`src/zws_pkg.sv`:
```
// Package of constants and types for the zero-wait SRAM bus sequencer
package zws_pkg;
  localparam int unsigned DATA_W = 32;
  localparam int unsigned ADDR_W = 31;
  // Bus sequencer states
  typedef enum logic [1:0] {
    ZWS_IDLE  = 2'b00,
    ZWS_READ  = 2'b01,
    ZWS_WGAP  = 2'b10,
    ZWS_WSTRB = 2'b11
  } zws_state_t;
  localparam zws_state_t ZWS_RST_STATE = ZWS_IDLE;
  localparam logic       STRB_RST      = 1'b1;
  localparam logic       RW_RST        = 1'b1;
endpackage : zws_pkg

```
`src/zws_sync.sv`:
```
// Two-flop synchroniser for an input pin
`timescale 1ns/1ps
module zws_sync (
  // Clock and reset
  input  wire logic clk_i,
  input  wire logic nrst_i,
  // Data
  input  wire logic d_i,
  output logic      q_o
);
  logic meta_q;
  always_ff @(posedge clk_i or negedge nrst_i) begin
    if (!nrst_i) begin
      meta_q <= 1'b1;
      q_o    <= 1'b1;
    end else begin
      meta_q <= d_i;
      q_o    <= meta_q;
    end
  end
endmodule : zws_sync

```
`src/zws_seq.sv`:
```
// Zero-wait-state bus sequencer: one external bus, two strobe sets
// Notes on behaviour
// - External bus is 32 bits wide for memories and peripherals.
// - Each strobe has own strobe, enable, ready, page and read/write.
// - Back-to-back reads keep strobe low and read/write high.
// - Every zero-wait write takes two bus cycles.
// - Read to write inserts strobe-high cycle; read/write changes then.
// - Consecutive writes keep read/write low, strobe high between them.
// - Strobe-high cycle between writes covers the address change.
// - A write to an idle bus is accepted in one cycle.
`timescale 1ns/1ps
module zws_seq
  import zws_pkg::*;
(
  // Clock and reset
  input  wire logic                       clk_i,
  input  wire logic                       nrst_i,
  // Core and DMA request side
  input  wire logic                       req_valid_i,
  input  wire logic                       req_write_i,
  input  wire logic                       req_sel_i,
  input  wire logic [zws_pkg::ADDR_W-1:0] req_addr_i,
  input  wire logic [zws_pkg::DATA_W-1:0] req_wdata_i,
  output logic                            req_ready_o,
  output logic                            rd_valid_o,
  output logic [zws_pkg::DATA_W-1:0]      rd_data_o,
  // External bus pins
  output logic [zws_pkg::ADDR_W-1:0]      bus_addr_o,
  input  wire logic [zws_pkg::DATA_W-1:0] bus_data_i,
  output logic [zws_pkg::DATA_W-1:0]      bus_data_o,
  output logic                            bus_data_oe_o,
  input  wire logic                       address_drive_enable_i,
  input  wire logic                       data_drive_enable_i,
  output logic                            bus_addr_oe_o,
  output logic                            bus_strobe_a_o,
  output logic                            bus_strobe_b_o,
  output logic                            read_write_a_o,
  output logic                            read_write_b_o,
  output logic                            page_boundary_a_o,
  output logic                            page_boundary_b_o,
  input  wire logic                       control_enable_a_i,
  input  wire logic                       control_enable_b_i,
  input  wire logic                       ready_in_a_i,
  input  wire logic                       ready_in_b_i,
  output logic                            ctl_oe_a_o,
  output logic                            ctl_oe_b_o
);
  import zws_pkg::*;

  zws_state_t                state_q, state_d;
  logic                      sel_q;
  logic                      strb_q, rw_q;
  logic                      rd_pend_q;
  logic [ADDR_W-1:0]         addr_q;
  logic [DATA_W-1:0]         wdata_q;
  logic [DATA_W-1:0]         rdata_q;
  logic                      ae_s, de_s, cea_s, ceb_s, rdya_s, rdyb_s;

  // Enable and ready pins from outside pass two flops before use
  zws_sync u_sync_ae (
    .clk_i  (clk_i),
    .nrst_i (nrst_i),
    .d_i    (address_drive_enable_i),
    .q_o    (ae_s)
  );
  zws_sync u_sync_de (
    .clk_i  (clk_i),
    .nrst_i (nrst_i),
    .d_i    (data_drive_enable_i),
    .q_o    (de_s)
  );
  zws_sync u_sync_cea (
    .clk_i  (clk_i),
    .nrst_i (nrst_i),
    .d_i    (control_enable_a_i),
    .q_o    (cea_s)
  );
  zws_sync u_sync_ceb (
    .clk_i  (clk_i),
    .nrst_i (nrst_i),
    .d_i    (control_enable_b_i),
    .q_o    (ceb_s)
  );
  zws_sync u_sync_rya (
    .clk_i  (clk_i),
    .nrst_i (nrst_i),
    .d_i    (ready_in_a_i),
    .q_o    (rdya_s)
  );
  zws_sync u_sync_ryb (
    .clk_i  (clk_i),
    .nrst_i (nrst_i),
    .d_i    (ready_in_b_i),
    .q_o    (rdyb_s)
  );

  // Zero-wait only: ready pins are sampled but never stretch a cycle,
  // the outside holds them low.
  wire ready_unused = rdya_s & rdyb_s;

  wire idle_like  = (state_q == ZWS_IDLE) || (state_q == ZWS_READ);
  wire take       = req_valid_i && req_ready_o;
  wire take_rd    = take && !req_write_i;
  wire take_wr    = take && req_write_i;

  // Requests taken in idle, read or, for a write, the final write cycle.
  // A read waits one strobe-high cycle after a write so that read/write
  // never rises while the write strobe is still low.
  assign req_ready_o = idle_like ||
                       ((state_q == ZWS_WSTRB) && req_write_i);

  always_comb begin
    state_d = state_q;
    case (state_q)
      ZWS_IDLE, ZWS_WSTRB: begin
        if (take_wr) begin
          state_d = ZWS_WGAP;
        end else if (take_rd) begin
          state_d = ZWS_READ;
        end else begin
          state_d = ZWS_IDLE;
        end
      end
      ZWS_READ: begin
        if (take_wr) begin
          state_d = ZWS_WGAP;
        end else if (take_rd) begin
          state_d = ZWS_READ;
        end else begin
          state_d = ZWS_IDLE;
        end
      end
      ZWS_WGAP: begin
        state_d = ZWS_WSTRB;
      end
      default: begin
        state_d = ZWS_IDLE;
      end
    endcase
  end

  // Strobe low only for reads and the second write cycle
  wire strb_d = !(state_d == ZWS_READ || state_d == ZWS_WSTRB);
  // Read/write moves only into the strobe-high write gap or a new read
  wire rw_d   = (state_d == ZWS_WGAP) ? 1'b0 :
                (state_d == ZWS_READ) ? 1'b1 : rw_q;

  always_ff @(posedge clk_i or negedge nrst_i) begin
    if (!nrst_i) begin
      state_q <= ZWS_RST_STATE;
    end else begin
      state_q <= state_d;
    end
  end

  // Address and set follow every taken request; data only for writes
  always_ff @(posedge clk_i or negedge nrst_i) begin
    if (!nrst_i) begin
      sel_q   <= 1'b0;
      addr_q  <= '0;
      wdata_q <= '0;
    end else begin
      if (take) begin
        sel_q  <= req_sel_i;
        addr_q <= req_addr_i;
      end
      if (take_wr) begin
        wdata_q <= req_wdata_i;
      end
    end
  end

  // Pin controls come from flops so they move only on clock edges
  always_ff @(posedge clk_i or negedge nrst_i) begin
    if (!nrst_i) begin
      strb_q <= STRB_RST;
      rw_q   <= RW_RST;
    end else begin
      strb_q <= strb_d;
      rw_q   <= rw_d;
    end
  end

  // Read data captured at the end of the strobe-low read cycle
  always_ff @(posedge clk_i or negedge nrst_i) begin
    if (!nrst_i) begin
      rd_pend_q <= 1'b0;
      rdata_q   <= '0;
    end else begin
      rd_pend_q <= (state_q == ZWS_READ);
      if (state_q == ZWS_READ) begin
        rdata_q <= bus_data_i;
      end
    end
  end
  // A read after a read on the other set drops strobe a cycle first
  // is not needed: each set has its own strobe pin.

  assign bus_strobe_a_o    = sel_q ? 1'b1 : strb_q;
  assign bus_strobe_b_o    = sel_q ? strb_q : 1'b1;
  assign read_write_a_o    = sel_q ? 1'b1 : rw_q;
  assign read_write_b_o    = sel_q ? rw_q : 1'b1;
  assign page_boundary_a_o = 1'b1;
  assign page_boundary_b_o = 1'b1;
  assign bus_addr_o        = addr_q;
  assign bus_data_o        = wdata_q;
  // Write data driven through both write cycles, released in the cycle
  // in which the strobe rises, unless another write follows.
  assign bus_data_oe_o     = !de_s &&
                             (state_q == ZWS_WGAP || state_q == ZWS_WSTRB);
  assign bus_addr_oe_o     = !ae_s;
  assign ctl_oe_a_o        = !cea_s;
  assign ctl_oe_b_o        = !ceb_s;
  assign rd_valid_o        = rd_pend_q & (ready_unused | 1'b1);
  assign rd_data_o         = rdata_q;
endmodule : zws_seq

```
`config.mk`:
```
export PLATFORM = sky130hd
export DESIGN_NAME = zws_seq
export DESIGN_NICKNAME = d
export VERILOG_FILES = /design/src/zws_pkg.sv /design/src/zws_sync.sv /design/src/zws_seq.sv
export SDC_FILE = /design/constraint.sdc
export NUM_CORES = 1
export LEC_CHECK = 0
export BUFFER_PORTS_ARGS = -buffer_cell sky130_fd_sc_hd__buf_2
export CAP_MARGIN = 5
export CORE_MARGIN = 2
export CORE_UTILIZATION = 40
export DETAILED_ROUTE_END_ITERATION = 8
export GPL_ROUTABILITY_DRIVEN = 0
export GPL_TIMING_DRIVEN = 0
export PLACE_DENSITY_LB_ADDON = 0.05
export SLEW_MARGIN = 20
export SYNTH_ARGS = -nofsm -noshare
export SYNTH_HDL_FRONTEND = slang
export SYNTH_HIERARCHICAL = 1
export SYNTH_SLANG_ARGS = --single-unit
```
`constraint.sdc`:
```
create_clock -name clk_i -period 1.3 [get_ports clk_i]
set_clock_uncertainty 0.1 [all_clocks]
set_input_delay 0.13 -clock clk_i [delete_from_list [all_inputs] [get_ports clk_i]]
set_output_delay 0.13 -clock clk_i [all_outputs]
set_load 0.03 [all_outputs]
```
* After elaboration in Yosys (flattened, before gate mapping)
Index checks and enable logic that the tools add are counted.
** Operators by class
- Eq/ne operators :: 6
- Muxes and demuxes :: 9
- Reduce and logical (&&, ||, !) cells :: 18
** Operator list (count)
- $eq A2 B2 Y1 const B :: 4
- $mux W1 :: 7
- $logic_not A1 Y1 :: 6
- $logic_and A1 B1 Y1 :: 5
- $eq A2 B1 Y1 const B :: 2
- $logic_or A1 B1 Y1 :: 4
- $pmux W2 S2 :: 1
- $reduce_or A3 Y1 :: 1
- $logic_not A2 Y1 :: 1
- $mux W2 :: 1
- $reduce_bool A2 Y1 :: 1
** Word-level totals
- Flip-flop bits (word level) :: 109
- Input port bits :: 106
- Output and inout port bits :: 107
- Logic and storage cells :: 49

* Logic depth before layout (Yosys ltp)
Gate-level depths: netlist of the first run.
- Word-level depth :: 11
- Depth in mapped cells :: 5
- Mapped depth without buffers :: 5

* Modules after synthesis
The synthesis of the first run kept the hierarchy.
** Modules (own cells, without submodules)
- zws_seq :: instances 1, cells each 235, area each 4191.5 sq um, seq. area each 2529.9 sq um
- zws_sync :: instances 4, cells each 2, area each 52.6 sq um, seq. area each 52.6 sq um

* Worst setup path before layout of the first run
No wires, ideal clock.
- Path kind :: flip-flop to flip-flop
- Start :: register state_q[1]
- End :: register addr_q[0], in the netlist bus_addr_o[0]
- Setup time :: 0.125 ns
- Arrival :: 1.212 ns
- Required time :: 1.075 ns
- Path slack :: -0.137 ns
- Cell stages (with the launch flop) :: 5
- Buffers on the path :: 1
- Clock period less this slack :: 1.437 ns
- Cells stage by stage :: dfrtp_1 a21bo_4 nand2_4 buf_12 mux2_4
** On the way
- Word-level cells in the longest chain between the ends :: 4
- Elaborated cells between the ends (all ways) :: 7
- Those cells by class :: 2 x eq/ne; 5 x reduce/logical
** Ends and longest elaborated chain
- from (decl) :: line zws_seq.sv:50 : zws_state_t state_q, state_d;
- from (signal assigned) :: line zws_seq.sv:152 : state_q <= state_d;
- $eq A2 B1 Y1 (tied with other cells) :: line zws_seq.sv:101 : wire idle_like = (state_q == ZWS_IDLE) || (state_q == ZWS_READ);
- $logic_or A1 B1 Y1 / $logic_and A1 B1 Y1 (equally long branches) :: line zws_seq.sv:101, zws_seq.sv:110
- $logic_or A1 B1 Y1 (*) :: line zws_seq.sv:109 : assign req_ready_o = idle_like ||
- net req_ready_o :: line zws_seq.sv:24 : output logic req_ready_o,
- $logic_and A1 B1 Y1 (*) :: line zws_seq.sv:102 : wire take = req_valid_i && req_ready_o;
- to (signal assigned) :: line zws_seq.sv:165 : addr_q <= req_addr_i;
- to (decl) :: line zws_seq.sv:54 : logic [ADDR_W-1:0] addr_q;
Mark *: on every way through the listed nets, which the timed path passes. The rest lies on a longest branch.
A chain may end at the register's enable or synchronous reset.

* Final worst setup path of the first run
- Start :: register state_q[0]
- End :: register wdata_q[16], in the netlist bus_data_o[16]
** On the way
- Word-level cells in the longest chain between the ends :: 5
- Elaborated cells between the ends (all ways) :: 8
- Those cells by class :: 2 x eq/ne; 6 x reduce/logical
** Ends and longest elaborated chain
- $eq A2 B1 Y1 (tied with other cells) :: line zws_seq.sv:101
- $logic_or A1 B1 Y1 / $logic_and A1 B1 Y1 (equally long branches) :: line zws_seq.sv:101, zws_seq.sv:110
- $logic_or A1 B1 Y1 (*) :: line zws_seq.sv:109
- $logic_and A1 B1 Y1 (*) :: line zws_seq.sv:102
- $logic_and A1 B1 Y1 (*) :: line zws_seq.sv:104 : wire take_wr = take && req_write_i;
- to (signal assigned) :: line zws_seq.sv:168 : wdata_q <= req_wdata_i;
- to (decl) :: line zws_seq.sv:55 : logic [DATA_W-1:0] wdata_q;
Mark *: on every way between the ends. The rest lies on a longest branch, timed or not.

==> results.py, run 1 <==
metrics = {
    "global_route": {
        "grt_pass1_wl_um": 15700,
        "grt_pass1_vias": 3273,
        "grt_max_degree": 58,
        "grt_overflow_total": 0,
        "grt_use_total_pct": 17.2,
        "grt_antenna_before_repair": 0,
    },
    "pwr": {
        "vdd_drop_max_mv": 1.09,
        "p_clk_share_pct": 11.5,
        "p_sw_mw": 6.47,
        "power.density_nw_per_um2": 2190,
        "power_frac_seq_pct": 34.7,
        "leakage_nw": 3.64,
        "combPwrFrac_pct": 53.8,
        "power.share.switching_pct": 40.5,
        "internal_power_mw": 9.52,
    },
    "logic_synthesis": {
        "synth_area_um2": 4400,
        "ys_top_cells_by_count": "dfrtp_1, mux2_4, mux2_2",
        "synth_compound_area_share_pct": 0.767,
        "syn_inst": 243,
        "synth_edf_count": 0,
        "ys_top_cells_by_area": "dfrtp_1, mux2_4, mux2_2, dfstp_2, buf_12",
        "syn_avg_cell_area_um2": 18.1,
        "async_flop_share_pct": 100,
        "synth_top_family_by_area": "multiplexers",
        "yosysWarnings": 6,
        "synthMuxAreaShare_pct": 29.7,
        "synth_top_flop_cell": "dfrtp_1",
        "synthDistinctLibCells": 24,
        "synth_top_area_share_pct": 56.3,
        "yosysMostFrequentCell": "dfrtp_1",
        "synth_xor_area_share_pct": 0,
        "synth_top_cell_by_area": "dfrtp_1",
        "synth_adder_area_share_pct": 0.569,
        "yosys.area_share.simple_pct": 2.19,
        "yosysSeqAreaShare_pct": 62.3,
        "synth_seq_cells": 109,
    },
    "timing": {
        "rsz0062_at_grt": "yes",
        "worst_slew_pin_slew_ns": 0.503,
        "final_max_slew_viol_count": 0,
        "finalSetupViolations": 104,
        "worst_slack_ns": -0.197,
        "relSlewSlack_pct": 66.5,
        "finalHoldViolations": 0,
        "max_freq_ghz": 0.668,
        "fin_crit_ns": 1.50,
        "post-route-period-util_pct": 115,
    },
    "cells_and_area": {
        "layout.nets": 691,
        "areaGrowthSynthToFinish_pct": 65.5,
        "n_antenna_cell": 0,
        "drive_above_1_share_pct": 64.6,
        "utilization_pct": 67.5,
        "fill_cells": 751,
        "seqCellArea_um2": 2740,
        "multi_input_area_um2": 1550,
        "fin_cells": 728,
    },
    "hold_path": {
        "worst_hold_startpoint": "req_valid_i",
        "whs_path_depth": 3,
        "hold-path-endpoint": "state_q[1]",
        "hp-class": "in2reg",
    },
    "die": {
        "ios": 213,
        "die_h_um": 109,
        "die_x_um": 109,
        "row_count": 38,
        "initial_utilization_pct": 40.8,
        "die-area_um2": 11900,
        "core_um2": 10800,
    },
    "critical_path": {
        "r2r_slack_ns": -0.20,
        "cp_max_fo": 5,
        "critPathKind": "reg2reg",
        "cpMaxStageDelayCell": "dfrtp_1",
        "start_kind": "register",
        "critPathTopFamily": "flip-flops",
        "r2r_cells": 5,
        "r2r_end": "bus_data_o[16]",
        "timing.rr.start": "state_q[0]",
        "path_buf_inv": 2,
        "cp.arrival_ns": 1.64,
        "worst_setup_path_end_kind": "register",
        "path_cells": "and2b_4, nor2_8, buf_12, buf_16, mux2_4",
        "cp.required_ns": 1.45,
        "slowest_delay_ns": 0.38,
    },
    "clock_network": {
        "cts_tree": "built",
        "clk_latency_ns": 0.35,
        "h-tree-depth": 3,
        "cts_buffers": 9,
        "cts-root-buf": "clkbuf_8",
        "clk_pin_slew_worst_paths_ns": 0.09,
        "cts_num_sinks": 109,
        "clockBufferDepth": 2,
    },
    "outcome": {
        "status": "finished with violations",
        "violations": "negative setup slack",
    },
    "drt": {
        "firstDrtPassIters": 4,
        "drc": 0,
        "wl_per_cell_um": 14.0,
        "wirelength_um": 10200,
        "ant_nets": 0,
        "vias_per_cell": 4.32,
        "vias": 3146,
        "drtIter0Drc": 65,
    },
    "flow_run": {
        "drv_cap": 0,
    },
    "place": {
        "hpwl_um": 6540,
        "numPortBuffers": 208,
        "dpl.cell_count": 593,
        "place_ws_ns": -0.207,
    },
}
[power groups by stage]
| stage | combinational (mW) | clock (mW) | sequential [mW] |
|---|---|---|---|
| 3_5_place_dp | 7.59 | 0 | 5.57 |
| 5_1_grt | 9.06 | 2.09 | 5.74 |
| 6_report | 8.59 | 1.84 | 5.55 |
| 4_1_cts | 8.29 | 1.95 | 5.53 |
| 2_1_floorplan | 2.79 | 0 | 8.25 |
| 3_3_place_gp | 7.51 | 0 | 5.53 |
[flip-flops by register name, summed over array words and instances, names as in the netlist]
name	cells
bus_addr_o	31
bus_data_o	32
rd_data_o	32
rd_valid_o	1
rw_q	1
sel_q	1
state_q	2
strb_q	1
u_sync_ae/meta_q	1
u_sync_ae/q_o	1
u_sync_cea/meta_q	1
u_sync_cea/q_o	1
u_sync_ceb/meta_q	1
u_sync_ceb/q_o	1
u_sync_de/meta_q	1
u_sync_de/q_o	1
[cell usage in the layout (no fill, tap or decap), drive strengths merged]
cell         instances
a21bo                1
a21o                 1
a21oi                1
and2b                1
buf                235
clkbuf              14
clkinv               5
conb                 2
dfrtp               99
dfstp               10
dlygate4sd3        102
ha                   2
inv                  6
mux2                96
nand2                3
nand2b               3
nor2                 3
nor2b                1
o21ai                1
or2                  2
[stage by stage]
stage | hold WS, ns | power, mW | TNS, ns | cell area (µm²)
floorplan | -0.266 | 11.0 | -6.86 | 4410
global placement | 0.136 | 13.0 | -142.40 | 5620
detailed placement | 0.0215 | 13.2 | -14.30 | 5660
CTS | 0.0345 | 15.8 | -17.43 | 7120
global route | 0.0713 | 16.9 | -22.07 | 7290
finish | 0.0820 | 16.0 | -17.08 | 7290
[routing by layer]
| layer | up-vias | GRT usage, % | wire [µm] |
|---|---|---|---|
| met3 | 14 | 4.60 | 770 |
| li1 | 1506 | - | - |
| met5 | - | 0 | 0 |
| met2 | 131 | 28.0 | 5050 |
| met1 | 1495 | 21.4 | 4220 |
| met4 | 0 | 8.15 | 187 |
[how the worst max path moves through the flow]
| stage | slack [ns] | endpoint | depth (start not counted) | startpoint |
|---|---|---|---|---|
| after CTS | -0.21 | bus_data_o[24] | 5 | state_q[1] |
| after floorplan | -0.13 | bus_addr_o[0] | 4 | state_q[1] |
| final | -0.20 | bus_data_o[16] | 5 | state_q[0] |
| after global placement | -1.26 | bus_addr_o[27] | 1 | nrst_i |
| after global routing | -0.24 | bus_addr_o[27] | 5 | state_q[0] |
| after detailed placement | -0.21 | bus_data_o[24] | 4 | state_q[1] |
[worst register-to-register path, delay by kind of cell, from the launching register on]
family,cells,cell delay (ns)
buffers and inverters,2,0.27
DFF,1,0.38
and+or+nand+nor,2,0.34
muxes,1,0.29
[layout make-up]
type | instances | area share, %
multi-input cells | 117 | 21.3
clock inverters | 5 | 0.343
clock buffers | 11 | 2.08
repair buffers | 328 | 33.3
flip-flops and latches | 109 | 37.6
plain buffers | 12 | 2.63
well taps | 140 | 2.40
inverters | 6 | 0.309
[what timing repair did]
item	CTS	global route
setup buffers	8	3
endpoints found under the hold margin	153	0
cloned	3	3
hold buffers	102	0
gates resized for setup	34	15
pin swaps	3	4
setup endpoints to repair	103	107
[logic make-up (layout without fill, tap and decap cells)]
family | count (synthesis) | in the layout
other cells | 1 | 2
fa+ha+maj | 2 | 2
simple gates | 13 | 13
buf+inv | 18 | 362
compound gates | 4 | 4
flops | 109 | 109
mux | 96 | 96
No activity file was read; power rests on OpenSTA's default activity.
==> run 2, diff against run 1 <==
CORE_ASPECT_RATIO = 1.4   (was not set)
CORE_MARGIN = 3   (was 2)
==> results.py, run 2 (synthesis results as in run 1) <==
metrics = {
    "cells_and_area": {
        "drive_above_1_share_pct": 63.7,
        "layout.nets": 689,
        "fill_cells": 732,
        "n_antenna_cell": 0,
        "areaGrowthSynthToFinish_pct": 67.0,
        "mostFrequentLayoutCell": "buf_2",
        "fin_cells": 724,
        "final_cell_mix": "buf_2, dlygate4sd3_1, dfrtp_1, mux2_4, mux2_2",
        "final_area_um2": 7350,
    },
    "flow_run": {
        "drv_cap": 0,
    },
    "critical_path": {
        "cp.required_ns": 1.42,
        "setup.worst_path.end": "bus_addr_o[22]",
        "worst_setup_path_end_kind": "register",
        "cp-startpoint": "state_q[0]",
        "timing.rr.start": "state_q[0]",
        "critPathKind": "reg2reg",
        "r2r_slack_ns": -0.22,
        "cp.arrival_ns": 1.64,
        "r2r_end": "bus_addr_o[22]",
        "r2r_cells": 5,
        "cp_max_fo": 10,
        "start_kind": "register",
    },
    "drt": {
        "firstDrtPassIters": 4,
        "wl_per_cell_um": 15.2,
        "wirelength_um": 11000,
        "vias": 3258,
        "vias_per_cell": 4.50,
        "ant_nets": 0,
        "drc": 0,
        "drtIter0Drc": 44,
    },
    "timing": {
        "finalSetupViolations": 104,
        "final_max_slew_viol_count": 0,
        "finalHoldViolations": 0,
        "max_freq_ghz": 0.659,
        "fin_setup_tns_ns": -15.01,
        "rsz0062_at_grt": "yes",
        "worst_slack_ns": -0.218,
        "fin_crit_ns": 1.52,
        "post-route-period-util_pct": 117,
    },
    "pwr": {
        "leakage_nw": 3.67,
        "power.share.switching_pct": 39.2,
        "power.density_nw_per_um2": 2310,
        "p_sw_mw": 6.67,
        "power_frac_seq_pct": 32.6,
        "combPwrFrac_pct": 51.0,
        "vdd_drop_max_mv": 1.20,
        "p_clk_share_pct": 16.4,
        "internal_power_mw": 10.3,
    },
    "global_route": {
        "grt_pass1_wl_um": 16900,
        "use_met1_pct": 19.7,
        "grt_antenna_before_repair": 0,
        "grt_pass1_vias": 3480,
        "grt_use_met2_pct": 31.1,
        "grt_overflow_total": 0,
        "grt_use_met3_pct": 4.84,
        "grt_use_total_pct": 17.6,
        "grt_max_degree": 66,
        "top_usage_layer": "met2",
    },
    "die": {
        "die-area_um2": 12300,
        "core_um2": 10600,
        "initial_utilization_pct": 41.6,
        "die_x_um": 94.7,
        "row_count": 44,
        "die_h_um": 130,
        "ios": 213,
    },
    "place": {
        "dpl.cell_count": 591,
        "place_area_um2": 5660,
        "hpwl_um": 6980,
        "numPortBuffers": 208,
    },
    "outcome": {
        "violations": "negative setup slack",
        "status": "finished with violations",
    },
    "clock_network": {
        "cts_tree": "built",
        "clockBufferDepth": 2,
        "cts_num_sinks": 109,
        "cts-root-buf": "clkbuf_16",
        "h-tree-depth": 3,
        "cts_buffers": 9,
        "clk_pin_slew_worst_paths_ns": 0.07,
        "clk_latency_ns": 0.34,
    },
    "hold_path": {
        "hp-class": "in2reg",
    },
}
run 2: repair_timing:
| item | CTS | global route |
|---|---|---|
| hold buffers | 101 | 0 |
| pin swaps | 6 | 4 |
| resized for setup | 33 | 20 |
| hold endpoints to repair | 145 | 0 |
| setup buffers | 11 | 3 |
| endpoints found under the setup margin | 102 | 106 |
| cloned | 2 | 3 |
run 2: how the worst min path moves through the flow:
stage                                    from  slack, ns  depth (start not counted)          endpoint
after floorplan                        nrst_i      -0.27                          0     bus_addr_o[0]
final                             req_write_i       0.03                          3        state_q[1]
after global placement    data_drive_enable_i       0.14                          1  u_sync_de/meta_q
after detailed placement               nrst_i      -0.02                          1    bus_data_o[19]
after CTS                         req_write_i     -0.003                          3        state_q[1]
after global routing              req_write_i       0.04                          3        state_q[1]
run 2: critical path, stage by stage, from the launching register on:
cell and delay (ns):
dfrtp_1 0.37, buf_4 0.15, a21bo_4 0.23, nand2_8 0.10
buf_12 0.15, mux2_4 0.30
run 2: layout make-up:
type / instances / area, µm² / area share (%)
inverters: 6 / 22.5 / 0.306
plain buffers: 10 / 165 / 2.25
clock buffers: 12 / 256 / 3.49
well taps: 138 / 173 / 2.35
flip-flops and latches: 109 / 2740 / 37.3
multi-input cells: 117 / 1550 / 21.1
repair buffers: 328 / 2380 / 32.4
clock inverters: 4 / 55.1 / 0.749
run 2: through the flow:
stage	power [mW]	utilization [%]	hold WS [ns]	setup slack (ns)
after global routing	17.9	69.5	0.0382	-0.277
after detailed placement	13.2	53.5	-0.0155	-0.226
final	17.0	69.5	0.0348	-0.218
after floorplan	11.0	-	-0.266	-0.127
after global placement	13.1	53.2	0.136	-1.24
after CTS	16.8	68.4	-0.00252	-0.227
run 2: routing by layer:
metal,vias up,part of all wire (%),wire (µm)
met2,126,53,5860
met4,0,2.4,265
met1,1607,37,4090
met3,18,7.4,817
met5,-,0,0
li1,1507,-,-
run 2: power groups by stage:
stage | registers (mW) | logic, mW | clock network [mW]
after global routing | 5.72 | 9.13 | 3.03
after global placement | 5.53 | 7.56 | 0
after CTS | 5.53 | 8.38 | 2.89
final | 5.54 | 8.67 | 2.80
after floorplan | 8.25 | 2.79 | 0
after detailed placement | 5.58 | 7.62 | 0
